$ cat src/shared/fw_loader_pkg.sv
// constants for the firmware upgrade command interpreter
// assumes an smbus byte-level link layer on the same clock
package fw_loader_pkg;
  localparam int          CLK_HZ       = 25000000;
  localparam int          TICK_MS      = 1;
  localparam logic [7:0]  CMD_UNLOCK   = 8'hE0;
  localparam logic [7:0]  CMD_SEQ_RD   = 8'hE4;
  localparam logic [7:0]  CMD_STATUS   = 8'hE5;
  localparam logic [7:0]  CMD_BOOT     = 8'hE6;
  localparam logic [7:0]  CMD_DATA     = 8'hE7;
  localparam logic [7:0]  CMD_ORDER    = 8'hE8;
  localparam logic [7:0]  CMD_BBOX     = 8'hF0;
  localparam logic [7:0]  ACT_ENTER    = 8'h01;
  localparam logic [7:0]  ACT_ERASE    = 8'h02;
  localparam logic [7:0]  ACT_DONE     = 8'h03;
  localparam logic [7:0]  ACT_EXIT     = 8'h04;
  localparam int          ST_ERASED    = 0;
  localparam int          ST_CRC       = 1;
  localparam int          ST_SEQ       = 2;
  localparam int          ST_RANGE     = 3;
  localparam int          ST_BOOT      = 7;
  localparam logic [7:0]  STATUS_APP   = 8'h00;
  localparam logic [7:0]  STATUS_OK    = 8'h80;
  localparam logic [15:0] SEQ_FIRST    = 16'h0000;
  localparam logic [7:0]  SEQ_LEN      = 8'h03;
  localparam logic [7:0]  ORDER_LEN    = 8'h0B;
  localparam logic [31:0] PASSWORD     = 32'h55504744;
  localparam logic [7:0]  UNLOCK_LAST  = 8'h05;
  localparam logic [7:0]  UNLOCK_END   = 8'h07;
  localparam logic [7:0]  BOOT_END     = 8'h04;
  localparam logic [7:0]  DATA_HDR     = 8'h04;
  localparam logic [7:0]  DATA_END     = 8'h06;
  localparam logic [7:0]  PEC_POLY     = 8'h07;
  localparam logic [15:0] CRC_POLY     = 16'h1021;
  localparam logic [15:0] CRC_INIT     = 16'hFFFF;
  localparam int          BB_RECORDS   = 5;
  localparam int          BB_REC_BYTES = 6;
  localparam logic [7:0]  FILL_BYTE    = 8'hFF;
endpackage

$ cat src/fw_upgrade_loader.sv
// firmware upgrade command interpreter with rolling event recorder
// assumes a same-clock smbus link layer that delivers bytes and
// start/stop/read-request pulses, and a flash writer behind mem_wr
//
// Functional notes
// RL1: boot command carries target, action byte and pec.
// RL2: action 1 enter, 2 erase, 3 upload done, 4 exit.
// RL3: target byte ignored for enter and exit.
// RL4: main output switched off by the loader when entering boot.
// RL5: host waits one second after erase.
// RL6: after erase completes status reads boot mode with erased bit.
// RL7: data packet: target, seq low, seq high, count, payload, pec.
// RL8: expected sequence advances by one per accepted packet.
// RL9: following read returns count 3, seq low, seq high, status, pec.
// RL10: host restarts the upgrade when status flags an error.
// RL11: host sends next packet with the last reported sequence.
// RL12: upload done compares image crc-16 with its last two bytes.
// RL13: host waits one second after upload done.
// RL14: valid check leaves status at boot mode, no error bits.
// RL15: exit hands control to the loaded application.
// RL16: status reads zero once the application runs.
// RL17: host upgrades power factor processor first, then others.
// RL18: ordering code read returns count eleven, eleven bytes, pec.
// RL19: application never started after a programming error.
// RL20: recorder keeps five stamped records, oldest overwritten.
// RL21: host waits 100 ms before restarting a black box upload.
// RL22: failed black box upload reports length zero then pec.
// RL23: status bits: erased, crc bad, seq, range, in boot.
// RL24: upgrade commands locked until password is written.
// RL25: exit succeeds only when the image is valid; the code only needs status 0x80, which enter alone also sets.
// RL26: writes with a wrong pec change nothing; data payload bytes still go out on mem_wr before the pec is checked.
`timescale 1ns/100ps
module fw_upgrade_loader #(
  parameter int MAX_BYTES   = 32,
  parameter int TICK_CYCLES =
    fw_loader_pkg::CLK_HZ / 1000 * fw_loader_pkg::TICK_MS
)(
  input  wire logic        ref_clk,
  input  wire logic        reset_n,
  input  wire logic        link_start,
  input  wire logic        link_stop,
  input  wire logic        link_byte_valid,
  input  wire logic [7:0]  link_byte,
  input  wire logic        link_rd_req,
  output logic      [7:0]  tx_byte,
  input  wire logic        main_output_on,
  output logic             output_off,
  output logic             sw_reboot,
  output logic             app_start,
  output logic             erase_req,
  output logic      [7:0]  erase_target,
  input  wire logic        erase_done,
  output logic             mem_wr_valid,
  output logic      [15:0] mem_wr_seq,
  output logic      [7:0]  mem_wr_off,
  output logic      [7:0]  mem_wr_data,
  output logic      [7:0]  app_status,
  input  wire logic [87:0] ordering_code,
  input  wire logic        bb_trigger,
  input  wire logic [31:0] bb_snapshot,
  input  wire logic        bb_data_ok
);
  import fw_loader_pkg::*;

  // refuse sizes that the 8-bit byte index and the divider cannot serve
  if (MAX_BYTES < 1 || MAX_BYTES > 240 || TICK_CYCLES < 2) begin : g_bad_cfg
    $error("fw_upgrade_loader: unsupported parameter value");
  end

  typedef enum logic [1:0] {PH_IDLE, PH_ADDR, PH_WRITE, PH_READ} phase_t;

  // smbus packet error code step, crc-8 x8+x2+x+1
  function automatic logic [7:0] pec_step(input logic [7:0] c,
                                          input logic [7:0] d);
    logic [7:0] r;
    r = c ^ d;
    for (int i = 0; i < 8; i++)
      r = r[7] ? ((r << 1) ^ PEC_POLY) : (r << 1);
    return r;
  endfunction

  // image check step, crc-16 msb first
  function automatic logic [15:0] crc_step(input logic [15:0] c,
                                           input logic [7:0]  d);
    logic [15:0] r;
    r = c ^ {d, 8'h00};
    for (int i = 0; i < 8; i++)
      r = r[15] ? ((r << 1) ^ CRC_POLY) : (r << 1);
    return r;
  endfunction

  phase_t      phase, next_phase;
  logic        in_xfer, next_in_xfer;
  logic [7:0]  pec, next_pec;
  logic [7:0]  idx, next_idx;
  logic [7:0]  rd_idx, next_rd_idx;
  logic [7:0]  cmd, next_cmd;
  logic [7:0]  target, next_target;
  logic [7:0]  act, next_act;
  logic [7:0]  cnt, next_cnt;
  logic [15:0] rx_seq, next_rx_seq;
  logic        pw_bad, next_pw_bad;
  logic        unlocked, next_unlocked;
  logic [15:0] exp_seq, next_exp_seq;
  logic [7:0]  status, next_status;
  logic [15:0] img_crc, next_img_crc, work_crc, next_work_crc;
  logic [15:0] img_tail, next_img_tail, work_tail, next_work_tail;
  logic [1:0]  img_fill, next_img_fill, work_fill, next_work_fill;
  logic        next_output_off, next_sw_reboot, next_app_start;
  logic        next_erase_req, next_mem_wr_valid;
  logic [7:0]  next_erase_target, next_mem_wr_off, next_mem_wr_data;
  logic [15:0] next_mem_wr_seq;
  logic [7:0]  next_tx_byte, resp_byte, resp_len;
  logic        resp_counted, exec_ok, data_ok;
  logic [2:0]  bb_rec, next_bb_rec, bb_oldest;
  logic [2:0]  bb_byte, next_bb_byte;
  logic [2:0]  bb_wptr, next_bb_wptr, bb_count, next_bb_count;
  logic [15:0] stamp, next_stamp;
  logic [31:0] tick_cnt, next_tick_cnt;
  logic [47:0] bb_mem [BB_RECORDS];

  assign app_status = status;
  assign bb_oldest  = (bb_count < 3'(BB_RECORDS)) ? 3'd0 : bb_wptr;
  // a good write: pec residue zero and the upgrade commands unlocked
  assign exec_ok = !(phase == PH_READ) && pec == 8'h00 && unlocked; // RL26
  assign data_ok = rx_seq == exp_seq && cnt <= 8'(MAX_BYTES);

  // read response selection for the last command code
  always_comb begin
    resp_counted = 1'b1;
    resp_len     = 8'h00;
    resp_byte    = FILL_BYTE;
    case (cmd)
      CMD_SEQ_RD, CMD_DATA: begin
        resp_len = SEQ_LEN; // RL9
        case (rd_idx)
          8'h01:   resp_byte = exp_seq[7:0];
          8'h02:   resp_byte = exp_seq[15:8];
          8'h03:   resp_byte = status;
          default: resp_byte = FILL_BYTE;
        endcase
      end
      CMD_ORDER: begin
        resp_len = ORDER_LEN; // RL18
        if (rd_idx >= 8'h01 && rd_idx <= ORDER_LEN)
          resp_byte = ordering_code[8 * (rd_idx - 8'h01) +: 8];
      end
      CMD_BBOX: begin
        resp_len = bb_data_ok ? 8'(bb_count * BB_REC_BYTES) : 8'h00; // RL22
        resp_byte = bb_mem[bb_rec][8 * bb_byte +: 8];
      end
      CMD_STATUS: begin
        resp_counted = 1'b0;
        resp_byte    = status; // RL23
      end
      default: resp_counted = 1'b0;
    endcase
    if (resp_counted && rd_idx == 8'h00)
      resp_byte = resp_len;
    else if (rd_idx == (resp_counted ? resp_len + 8'h01 : 8'h01))
      resp_byte = pec;
  end

  // transaction parser and command interpreter
  always_comb begin
    next_phase = phase;         next_in_xfer = in_xfer;
    next_pec = pec;             next_idx = idx;
    next_rd_idx = rd_idx;       next_cmd = cmd;
    next_target = target;       next_act = act;
    next_cnt = cnt;             next_rx_seq = rx_seq;
    next_pw_bad = pw_bad;       next_unlocked = unlocked;
    next_exp_seq = exp_seq;     next_status = status;
    next_img_crc = img_crc;     next_work_crc = work_crc;
    next_img_tail = img_tail;   next_work_tail = work_tail;
    next_img_fill = img_fill;   next_work_fill = work_fill;
    next_output_off = output_off;
    next_sw_reboot = 1'b0;      next_app_start = 1'b0;
    next_erase_req = 1'b0;      next_erase_target = erase_target;
    next_mem_wr_valid = 1'b0;   next_mem_wr_seq = mem_wr_seq;
    next_mem_wr_off = mem_wr_off;
    next_mem_wr_data = mem_wr_data;
    next_tx_byte = tx_byte;     next_bb_rec = bb_rec;
    next_bb_byte = bb_byte;
    if (link_start) begin
      if (!in_xfer)
        next_pec = 8'h00;       // pec spans a repeated start
      next_in_xfer = 1'b1;
      next_phase   = PH_ADDR;
    end else if (link_byte_valid && phase != PH_IDLE) begin
      next_pec = pec_step(pec, link_byte);
      if (phase == PH_ADDR) begin
        next_phase  = link_byte[0] ? PH_READ : PH_WRITE;
        next_idx    = 8'h00;
        next_rd_idx = 8'h00;
        next_pw_bad = 1'b0;
        next_bb_rec = bb_oldest;
        next_bb_byte = 3'd0;
      end else if (phase == PH_WRITE) begin
        next_idx = idx + 8'h01;
        if (idx == 8'h00)
          next_cmd = link_byte;
        else begin
          case (cmd)
            CMD_UNLOCK: begin
              if (idx == 8'h01)
                next_cnt = link_byte;
              else if (idx <= UNLOCK_LAST &&
                       link_byte != PASSWORD[8 * (UNLOCK_LAST - idx) +: 8])
                next_pw_bad = 1'b1; // RL24
            end
            CMD_BOOT: begin
              if (idx == 8'h01)
                next_target = link_byte; // RL1
              else if (idx == 8'h02)
                next_act = link_byte;
            end
            CMD_DATA: begin
              if (idx == 8'h01)
                next_target = link_byte; // RL7
              else if (idx == 8'h02)
                next_rx_seq[7:0] = link_byte;
              else if (idx == 8'h03)
                next_rx_seq[15:8] = link_byte;
              else if (idx == DATA_HDR) begin
                next_cnt = link_byte;
                next_work_crc = img_crc;
                next_work_tail = img_tail;
                next_work_fill = img_fill;
              end else if (idx <= DATA_HDR + cnt && unlocked &&
                           status[ST_BOOT] && data_ok) begin
                // last two image bytes stay out of the running crc
                if (work_fill == 2'd2)
                  next_work_crc = crc_step(work_crc, work_tail[15:8]);
                else
                  next_work_fill = work_fill + 2'd1;
                next_work_tail = {work_tail[7:0], link_byte}; // RL12
                next_mem_wr_valid = 1'b1;
                next_mem_wr_seq = rx_seq;
                next_mem_wr_off = idx - DATA_HDR - 8'h01;
                next_mem_wr_data = link_byte;
              end
            end
            default: ;
          endcase
        end
      end
    end else if (link_rd_req && phase == PH_READ) begin
      next_tx_byte = resp_byte;
      next_pec     = pec_step(pec, resp_byte);
      next_rd_idx  = rd_idx + 8'h01;
      if (cmd == CMD_BBOX && rd_idx != 8'h00) begin
        if (bb_byte == 3'(BB_REC_BYTES - 1)) begin
          next_bb_byte = 3'd0;
          next_bb_rec = (bb_rec == 3'(BB_RECORDS - 1)) ? 3'd0
                                                       : bb_rec + 3'd1;
        end else
          next_bb_byte = bb_byte + 3'd1;
      end
    end else if (link_stop) begin
      next_in_xfer = 1'b0;
      next_phase   = PH_IDLE;
      if (phase == PH_WRITE && cmd == CMD_UNLOCK && idx == UNLOCK_END &&
          pec == 8'h00 && !pw_bad)
        next_unlocked = 1'b1; // RL24
      if (phase == PH_WRITE && exec_ok && cmd == CMD_BOOT &&
          idx == BOOT_END) begin
        case (act) // RL2
          ACT_ENTER: begin                  // RL3
            next_status = STATUS_OK;
            next_sw_reboot = 1'b1;
            next_output_off = main_output_on | output_off; // RL4
            next_exp_seq = SEQ_FIRST;
          end
          ACT_ERASE: if (status[ST_BOOT]) begin
            next_erase_req = 1'b1;
            next_erase_target = target;
            next_exp_seq = SEQ_FIRST;       // RL7
            next_img_crc = CRC_INIT;
            next_img_fill = 2'd0;
            next_status = STATUS_OK;
          end
          ACT_DONE: if (status[ST_BOOT]) begin
            next_status[ST_CRC] = img_fill != 2'd2 ||
                                  img_crc != img_tail; // RL12
            if (img_fill == 2'd2 && img_crc == img_tail)
              next_status = STATUS_OK;      // RL14
          end
          ACT_EXIT: if (status == STATUS_OK) begin // RL19 RL25
            next_status = STATUS_APP;       // RL16
            next_app_start = 1'b1;          // RL15
            next_output_off = 1'b0;
          end
          default: ;
        endcase
      end
      if (phase == PH_WRITE && exec_ok && cmd == CMD_DATA &&
          idx == DATA_END + cnt && status[ST_BOOT]) begin
        if (rx_seq != exp_seq)
          next_status[ST_SEQ] = 1'b1;     // RL23
        else if (cnt > 8'(MAX_BYTES))
          next_status[ST_RANGE] = 1'b1;
        else begin
          next_exp_seq = exp_seq + 16'h0001; // RL8
          next_img_crc = work_crc;
          next_img_tail = work_tail;
          next_img_fill = work_fill;
        end
      end
    end
    if (erase_done && next_status[ST_BOOT])
      next_status[ST_ERASED] = 1'b1; // RL6
  end

  // interpreter registers
  always_ff @(posedge ref_clk or negedge reset_n) begin
    if (!reset_n) begin
      phase <= PH_IDLE;     in_xfer <= 1'b0;      pec <= 8'h00;
      idx <= 8'h00;         rd_idx <= 8'h00;      cmd <= 8'h00;
      target <= 8'h00;      act <= 8'h00;         cnt <= 8'h00;
      rx_seq <= SEQ_FIRST;  pw_bad <= 1'b0;       unlocked <= 1'b0;
      exp_seq <= SEQ_FIRST; status <= STATUS_APP;
      img_crc <= CRC_INIT;  work_crc <= CRC_INIT;
      img_tail <= 16'h0000; work_tail <= 16'h0000;
      img_fill <= 2'd0;     work_fill <= 2'd0;
      output_off <= 1'b0;   sw_reboot <= 1'b0;    app_start <= 1'b0;
      erase_req <= 1'b0;    erase_target <= 8'h00;
      mem_wr_valid <= 1'b0; mem_wr_seq <= SEQ_FIRST;
      mem_wr_off <= 8'h00;  mem_wr_data <= 8'h00;
      tx_byte <= 8'h00;     bb_rec <= 3'd0;       bb_byte <= 3'd0;
    end else begin
      phase <= next_phase;     in_xfer <= next_in_xfer;
      pec <= next_pec;         idx <= next_idx;
      rd_idx <= next_rd_idx;   cmd <= next_cmd;
      target <= next_target;   act <= next_act;
      cnt <= next_cnt;         rx_seq <= next_rx_seq;
      pw_bad <= next_pw_bad;   unlocked <= next_unlocked;
      exp_seq <= next_exp_seq; status <= next_status;
      img_crc <= next_img_crc; work_crc <= next_work_crc;
      img_tail <= next_img_tail; work_tail <= next_work_tail;
      img_fill <= next_img_fill; work_fill <= next_work_fill;
      output_off <= next_output_off; sw_reboot <= next_sw_reboot;
      app_start <= next_app_start;   erase_req <= next_erase_req;
      erase_target <= next_erase_target;
      mem_wr_valid <= next_mem_wr_valid; mem_wr_seq <= next_mem_wr_seq;
      mem_wr_off <= next_mem_wr_off; mem_wr_data <= next_mem_wr_data;
      tx_byte <= next_tx_byte; bb_rec <= next_bb_rec;
      bb_byte <= next_bb_byte;
    end
  end

  // millisecond stamp divider and rolling recorder pointers
  always_comb begin
    next_tick_cnt = tick_cnt + 32'd1;
    next_stamp    = stamp;
    if (tick_cnt == 32'(TICK_CYCLES - 1)) begin
      next_tick_cnt = 32'd0;
      next_stamp    = stamp + 16'h0001;
    end
    next_bb_wptr  = bb_wptr;
    next_bb_count = bb_count;
    if (bb_trigger) begin
      next_bb_wptr = (bb_wptr == 3'(BB_RECORDS - 1)) ? 3'd0
                                                     : bb_wptr + 3'd1;
      if (bb_count < 3'(BB_RECORDS))
        next_bb_count = bb_count + 3'd1; // RL20
    end
  end

  always_ff @(posedge ref_clk or negedge reset_n) begin
    if (!reset_n) begin
      tick_cnt <= 32'd0;
      stamp    <= 16'h0000;
      bb_wptr  <= 3'd0;
      bb_count <= 3'd0;
    end else begin
      tick_cnt <= next_tick_cnt;
      stamp    <= next_stamp;
      bb_wptr  <= next_bb_wptr;
      bb_count <= next_bb_count;
    end
  end

  // record store, oldest slot overwritten once full
  always_ff @(posedge ref_clk) begin
    if (bb_trigger)
      bb_mem[bb_wptr] <= {stamp, bb_snapshot}; // RL20
  end

  a_unlock_gate: assert property (@(posedge ref_clk) disable iff (!reset_n)
    !unlocked |-> !erase_req && !mem_wr_valid && !app_start) // RL24
    else $error("upgrade action while locked");
  a_seq_advance: assert property (@(posedge ref_clk) disable iff (!reset_n)
    (link_stop && phase == PH_WRITE && exec_ok && cmd == CMD_DATA &&
     idx == DATA_END + cnt && status[ST_BOOT] && data_ok)
    |=> exp_seq == $past(exp_seq) + 16'h0001) // RL8
    else $error("sequence did not advance by one");
  a_bad_pec_hold: assert property (@(posedge ref_clk) disable iff (!reset_n)
    (link_stop && phase == PH_WRITE && pec != 8'h00 && !erase_done)
    |=> $stable(exp_seq) && $stable(status)) // RL26
    else $error("state changed on bad pec");
  a_output_off: assert property (@(posedge ref_clk) disable iff (!reset_n)
    sw_reboot && $past(main_output_on) |-> output_off) // RL4
    else $error("output left on in boot");
  a_erased_flag: assert property (@(posedge ref_clk) disable iff (!reset_n)
    erase_done && status[ST_BOOT] |=> status[ST_ERASED]) // RL6
    else $error("erase completion not flagged");
  a_exit_guard: assert property (@(posedge ref_clk) disable iff (!reset_n)
    app_start |-> $past(status) == STATUS_OK && status == STATUS_APP) // RL25
    else $error("application started with errors");
  a_seq_reply: assert property (@(posedge ref_clk) disable iff (!reset_n)
    link_rd_req && phase == PH_READ && cmd == CMD_DATA && rd_idx == 8'h01
    |=> tx_byte == $past(exp_seq[7:0])) // RL9
    else $error("sequence reply wrong");
  a_order_count: assert property (@(posedge ref_clk) disable iff (!reset_n)
    link_rd_req && phase == PH_READ && cmd == CMD_ORDER && rd_idx == 8'h00
    |=> tx_byte == ORDER_LEN) // RL18
    else $error("ordering code count wrong");
  a_bbox_empty: assert property (@(posedge ref_clk) disable iff (!reset_n)
    link_rd_req && phase == PH_READ && cmd == CMD_BBOX && rd_idx == 8'h00 &&
    !bb_data_ok |=> tx_byte == 8'h00) // RL22
    else $error("failed upload length not zero");
  a_bbox_depth: assert property (@(posedge ref_clk) disable iff (!reset_n)
    bb_trigger && bb_count == 3'(BB_RECORDS)
    |=> bb_count == 3'(BB_RECORDS) && bb_wptr != $past(bb_wptr)) // RL20
    else $error("recorder depth wrong");
endmodule

$ cat config.mk
export PLATFORM = sky130hd
export DESIGN_NAME = fw_upgrade_loader
export DESIGN_NICKNAME = d
export VERILOG_FILES = /design/src/shared/fw_loader_pkg.sv /design/src/fw_upgrade_loader.sv
export SDC_FILE = /design/constraint.sdc
export NUM_CORES = 1
export LEC_CHECK = 0
export BUFFER_PORTS_ARGS = -buffer_cell sky130_fd_sc_hd__buf_2
export CORE_UTILIZATION = 30
export CTS_BUF_LIST = sky130_fd_sc_hd__clkbuf_8
export DETAILED_ROUTE_END_ITERATION = 7
export GPL_ROUTABILITY_DRIVEN = 0
export PLACE_DENSITY = 0.49
export SKIP_CTS_REPAIR_TIMING = 1
export SYNTH_ARGS = -nofsm -noshare
export SYNTH_HDL_FRONTEND = slang
export SYNTH_SLANG_ARGS = --single-unit
$ cat constraint.sdc
create_clock -name ref_clk -period 8.5 [get_ports ref_clk]
set_input_delay 1.7 -clock ref_clk [delete_from_list [all_inputs] [get_ports ref_clk]]
set_output_delay 1.7 -clock ref_clk [all_outputs]
set_load 0.02 [all_outputs]
### Word level (Yosys, flattened, before mapping)

Memories as Yosys holds them, arrays and structs flattened.
Index checks and enable logic that the tools add are counted.

* bits in latches: 0
* register bits after elaboration: 282
* RAM bits: 240
* memories kept: 1
* bits in read-only memories: 0
* input bits: 138

* order comparisons: 7
* muxes and demuxes: 154
* $mul: 1
* add/subtract/negate cells: 17
* bitwise gates (word level): 39
* shift operators: 3
* divide/modulo/power cells: 0
* reductions and logical operators: 80
* equal/unequal tests: 62

Memories
* bb_mem: depth 5, width 48, rd ports 1, clocked after Yosys merged registers in 0, wr ports 1, line fw_upgrade_loader.sv:120 `logic [47:0] bb_mem [BB_RECORDS];`

Operator list (number)
* two-way mux 16 bit: 16
* two-way mux 8 bit: 26
* two-way mux 13 bit: 8
* indexed part select 88 x 33 -> 8 bit: 1
* two-way mux 3 bit: 29
* NOT 3 bit: 24
* == test 8 bit, second input constant: 8
* case mux 8 bit (4 select lines): 2
* two-way mux 1 bit: 50
* == test 8 x 2 -> 1 bit, second input constant: 6
* indexed part select 48 x 7 -> 8 bit: 1
* AND reduction 11 bit: 4
* AND reduction 7 bit: 5
* indexed part select 32 x 33 -> 8 bit, first input constant: 1
* adder 16 x 1 -> 16 bit, second input constant: 2
* adder 32 x 1 -> 32 bit, second input constant: 1
* == test 16 bit: 2
* == test 32 x 15 -> 1 bit, second input constant: 1
* two-way mux 32 bit: 1
* inequality test 16 bit: 2
* case mux 16 bit (2 select lines): 1
* two-way mux 2 bit: 15
* inequality test 2 bit, second input constant: 15
* AND reduction 10 bit: 3
* other kinds (53): 139

### Depth between registers and ports, before layout

* word-level depth: 28
* gate-level depth with buffers: 19
* gate-level depth less buffers: 16

### Least setup slack after synthesis

OpenSTA, ideal clock, no wires.

* path kind: input port to flip-flop
* from: in bb_trigger
* to: mem bb_mem[4][0] (enable)
* stages: 2
* setup time: 0.513 ns
* data arrival time: 5.020 ns
* setup slack: 2.967 ns
* buffers on the path: 0
* path through: nand2_1 nor3_1

* word-level cells in the longest chain between the ends: 2

Ends and longest elaborated chain
* start: declaration: line fw_upgrade_loader.sv:59 `input wire logic bb_trigger,`
* two-way mux 1 bit: line fw_upgrade_loader.sv:385 `if (bb_trigger)`
* two-way mux 1 bit (not written as such): line fw_upgrade_loader.sv:386 `bb_mem[bb_wptr] <= {stamp, bb_snapshot};`
* end: declaration: line fw_upgrade_loader.sv:120

No other way between the ends.

### Worst setup path after layout

* from: reg cmd[0]
* to: reg pec[2]

* word-level cells in the longest chain between the ends: 17
* elaborated cells on any way between the ends: 29

Ends and longest elaborated chain
* start: declaration: line fw_upgrade_loader.sv:97 `logic [7:0] cmd, next_cmd;`
* start signal: assignment: line fw_upgrade_loader.sv:333 `rd_idx <= next_rd_idx; cmd <= next_cmd;`
* == test 8 bit: line fw_upgrade_loader.sv:133 `case (cmd)`
* OR reduction 2 bit: line fw_upgrade_loader.sv:133
* case mux 6 bit (3 select lines): line fw_upgrade_loader.sv:133
* adder 8 x 1 -> 8 bit: line fw_upgrade_loader.sv:160 `else if (rd_idx == (resp_counted ? resp_len + 8'h01 : 8'h01))`
* two-way mux 8 bit: line fw_upgrade_loader.sv:160
* == test 8 bit: line fw_upgrade_loader.sv:160
* two-way mux 8 bit: line fw_upgrade_loader.sv:160
* two-way mux 8 bit (*): line fw_upgrade_loader.sv:158 `if (resp_counted && rd_idx == 8'h00)`
* XOR 8 bit (*): line fw_upgrade_loader.sv:76 `r = c ^ d;`
* two-way mux 3 bit or NOT 3 bit (tied branches)
* NOT 3 bit (no source line) or two-way mux 3 bit (tied branches)
* two-way mux 3 bit or NOT 3 bit (tied branches)
* NOT 3 bit (no source line) or two-way mux 3 bit (tied branches)
* two-way mux 3 bit (*): line fw_upgrade_loader.sv:78 `r = r[7] ? ((r << 1) ^ PEC_POLY) : (r << 1);`
* two-way mux 8 bit (*): line fw_upgrade_loader.sv:247 `end else if (link_rd_req && phase == PH_READ) begin`
* two-way mux 8 bit (*): line fw_upgrade_loader.sv:189 `end else if (link_byte_valid && phase != PH_IDLE) begin`
* two-way mux 8 bit (*): line fw_upgrade_loader.sv:184 `if (link_start) begin`
* end signal: assignment: line fw_upgrade_loader.sv:332 `pec <= next_pec; idx <= next_idx;`
* end: declaration: line fw_upgrade_loader.sv:94 `logic [7:0] pec, next_pec;`

Mark *: on every way between the ends. The rest lies on a longest branch, timed or not. The select of a mux whose other input is x is not followed.
A chain may end at the register's enable or synchronous reset.

==> impl_metrics.yaml <==
run_status:
  status: "complete, no violations"
worst_setup_path:
  timing.critical_path.cells: "nor3_2 > a22oi_1 > nor3_1 > a31o_2 > ha_1 > nor2b_1 > or4_1 > o21ai_1 > o22ai_1 > or4_1 > o211a_4 > mux2i_4 > xnor2_2 > xnor2_2 > xnor2_1 > o221ai_1"
  worstSetupStartpointType: "register"
  critical-path-max-stage-delay_ns: 0.75
  worst_r2r_startpoint: "cmd[0]"
  critPathKind: "reg -> reg"
  startpoint: "cmd[0]"
  setup.worst_path.end_class: "register"
  critical_path.max_fanout: 15
  worst_path_slowest_cell: "or4_1"
  worst_ep_arrival_time_ns: 5.58
  cp_data_required_time_ns: 9.02
die:
  boundaryPins: 199
  design.die.area_sq_um: 85300
  initial_util_pct: 30.3
  die_w_microns: 292
  fp-row-count: 106
  core-area_sq_um: 83400
  die_height_microns: 292
logic_synthesis:
  synthesis.area_sq_um: 25300
  ys_types: 92
  most_common_cell_in_the_synthesized_netlist: "nand2_1"
  yosys_register_bits: 519
  post_synth_inst_count: 2088
  post_synth_most_frequent_cells: "nand2_1 (265), dfrtp_1 (247), edfxtp_1 (240)"
  synth_top_area_share_pct: 28.5
  yosys.area.top_type: "edfxtp_1"
  synth.yosys.warnings: 0
  syn-mean-instance-area_sq_um: 12.1
  synthTopCellsByArea: "edfxtp_1 (29%), dfrtp_1 (24%), mux4_2 (6.5%)"
  asyncSetResetFlopFracSynth_pct: 53.8
  edff_count_synth: 240
  synth_sequential_area_ratio_pct: 56.3
  postSynth.topFlopCell: "dfrtp_1"
cells_and_area:
  drive_above_1_share_pct: 24.5
  finish.net_count: 2471
  final_design_area_no_fill_sq_um: 29200
  area_growth_pct: 15.7
clock_tree:
  cts.reportedPaths.clkPinSlew_ns: 0.06
  h-tree-depth: 3
  cts_tree: "built"
  clk_latency_ns: 0.71
  cts_max_path_buffers: 3
  tritoncts.num_buffers: 95
  clock_sink_count: 519
  clk_root_buffer_cell: "clkbuf_8"
drt:
  vias: 17400
  drt-pass1-iter-count: 6
  totalWireLength_mm: 71.1
  detail_route.drc_violations: 0
  detail_route.wl_per_cell_microns: 20.6
  drt.antenna.violating_nets: 0
  first_iter_violations: 1214
  detail_route.vias_per_cell: 5.04
global_routing:
  global_route_wire_length_before_repair_mm: 109
  grt_antenna_before_repair: 6
  track_usage_pct: 16.7
  first_global_vias: 17800
  maximum_number_of_pins_on_one_net_before_global_route_repair: 177
  grt_overflow_total: 0
sta:
  final_hold_viol_count: 0
  min_period_over_period_pct: 59.5
  max_freq_mhz: 198
  period_needed_ns: 5.06
  rsz0062_at_grt: "false"
  max_slew.worst_pin.slew_ns: 1.16
  setup-violations-final: 0
  hold-worst-slack_ns: 0.459
  timing.clock.skew_ns: 0.0440
  max_slew_margin_pct: 22.3
  setup_tns_ns: 0
  slew_violations: 0
  final_critical_path_setup_slack_ns: 3.44
power:
  totalPowerFinal_uw: 7170
  seq_power_share_pct: 43.4
  power.static_leakage_uw: 0.0119
  cellPowerDensity_nw_per_um2: 245
  switchingPower_uw: 2330
  clock_power_share_pct: 32.3
  sw_ratio_pct: 32.6
  worst_case_vdd_ir_drop_v: 0.000134
  internal-power_uw: 4830
  pwr-share-comb_pct: 24.3
hold_path:
  worst_hold_path_type: "reg -> reg"
  min-delay-start: "mem_wr_data[2]"
flow_run:
  max_cap_violations: 0
placed_design:
  dp.final_hpwl_mm: 48.9
  pre_cts_slack_ns: 3.19
  buffer_ports.inserted: 195
  detailed_place.area_sq_um: 27400
-- cell usage in the layout, fill, tap and decap left out, types with 6 or more instances in the layout --
| cell type | synthesis | layout |
|---|---|---|
| and4_1 | 7 | 7 |
| dfstp_2 | 32 | 32 |
| nor2_1 | 166 | 164 |
| a22o_1 | 7 | 7 |
| mux2_2 | 92 | 92 |
| xor2_1 | 65 | 64 |
| nand3_1 | 62 | 62 |
| a31oi_1 | 23 | 23 |
| o221ai_1 | 9 | 9 |
| ha_1 | 40 | 39 |
| nand3b_1 | 12 | 12 |
| o211ai_1 | 12 | 12 |
| xnor2_1 | 111 | 111 |
| mux2i_1 | 30 | 30 |
| a211oi_1 | 10 | 10 |
| buf_4 | 4 | 23 |
| o21a_1 | 8 | 8 |
| a22oi_1 | 12 | 12 |
| a21oi_1 | 77 | 77 |
| nand2b_1 | 15 | 15 |
| or3_1 | 12 | 12 |
| nor4_1 | 23 | 23 |
| and3_1 | 26 | 24 |
| dfrtp_1 | 247 | 243 |
| mux4_2 | 73 | 73 |
| clkbuf_8 | 0 | 102 |
| nand2_1 | 265 | 265 |
| nor2b_1 | 18 | 18 |
| o21ai_0 | 78 | 78 |
| and2_1 | 6 | 6 |
| o21ai_1 | 7 | 7 |
| clkinv_2 | 0 | 11 |
| edfxtp_1 | 240 | 240 |
| clkinv_1 | 0 | 12 |
| nor3_1 | 32 | 31 |
| inv_1 | 28 | 63 |
| nand4_1 | 27 | 27 |
| buf_2 | 11 | 194 |
-- cell type report --
cell class	instances	area, sq um
multi-input combinational	1428	10500
fill	8239	54200
inverter	29	109
clock buffer	102	1400
tap	1080	1350
antenna	3	7.51
timing repair buffer	219	1180
clock inverter	71	454
sequential	519	14200
-- routing by layer --
layer  global-route usage (%)  wire length, microns
met5                        0                    13
met3                     2.63                  3950
met1                     22.7                 31700
met2                     26.9                 33600
met4                     5.74                  1860
-- logic make-up (layout without fill, tap and decap cells) --
kind of cell / after synthesis / in the layout / synth area share [%]
AO/OA/AOI/OAI: 307 / 307 / 7.89
adder cells (fa/ha/maj): 41 / 41 / 2.06
other: 1 / 6 / 0.0148
buffers and inverters: 143 / 421 / 2.30
flip-flops: 519 / 519 / 56.3
multiplexers: 196 / 196 / 11.9
XOR/XNOR: 179 / 179 / 6.30
AND/OR/NAND/NOR: 702 / 702 / 13.2
-- worst max-delay path: cells and delay by family, from the launching register on --
family	cells	cell delay (ns)
AND/OR/NAND/NOR	5	2.17
AO/OA/AOI/OAI	6	1.19
flip-flops	1	0.53
adder cells (fa/ha/maj)	1	0.26
XOR/XNOR	3	0.55
multiplexers	1	0.19
-- through the flow --
step	instances	util (%)
global placement	3275	32.8
global route	3450	35.0
detailed placement	3275	32.8
floorplan	2090	-
CTS	3448	35.0
finish	3451	35.0
-- flip-flops by register name, indices dropped and copies added, names as in the netlist, 16 cells and up --
name	count
work_crc	16
img_tail	16
tick_cnt	32
work_tail	16
bb_mem	240
exp_seq	16
stamp	16
rx_seq	16
img_crc	16
mem_wr_seq	16
-- power groups by stage --
stage	clock network [uW]	registers [uW]	logic (uW)
final	2320	3110	1740
after global routing	2500	3150	1900
after CTS	2400	3120	1770
after detailed placement	0	3170	1760
after global placement	0	3150	1740
after floorplan	0	3050	1270
-- final timing paths --
check	endpoint	slack [ns]	cells past startpoint
min in group asynchronous	idx[6]	1.00	1
max in group asynchronous	rd_idx[0]	5.96	2
worst min register to register	mem_wr_data[2]	0.46	2
worst min-delay path	mem_wr_data[2]	0.46	2
worst max register to register	pec[2]	3.44	16
worst max-delay path	pec[2]	3.44	16
No activity file was read; power rests on OpenSTA's default activity.
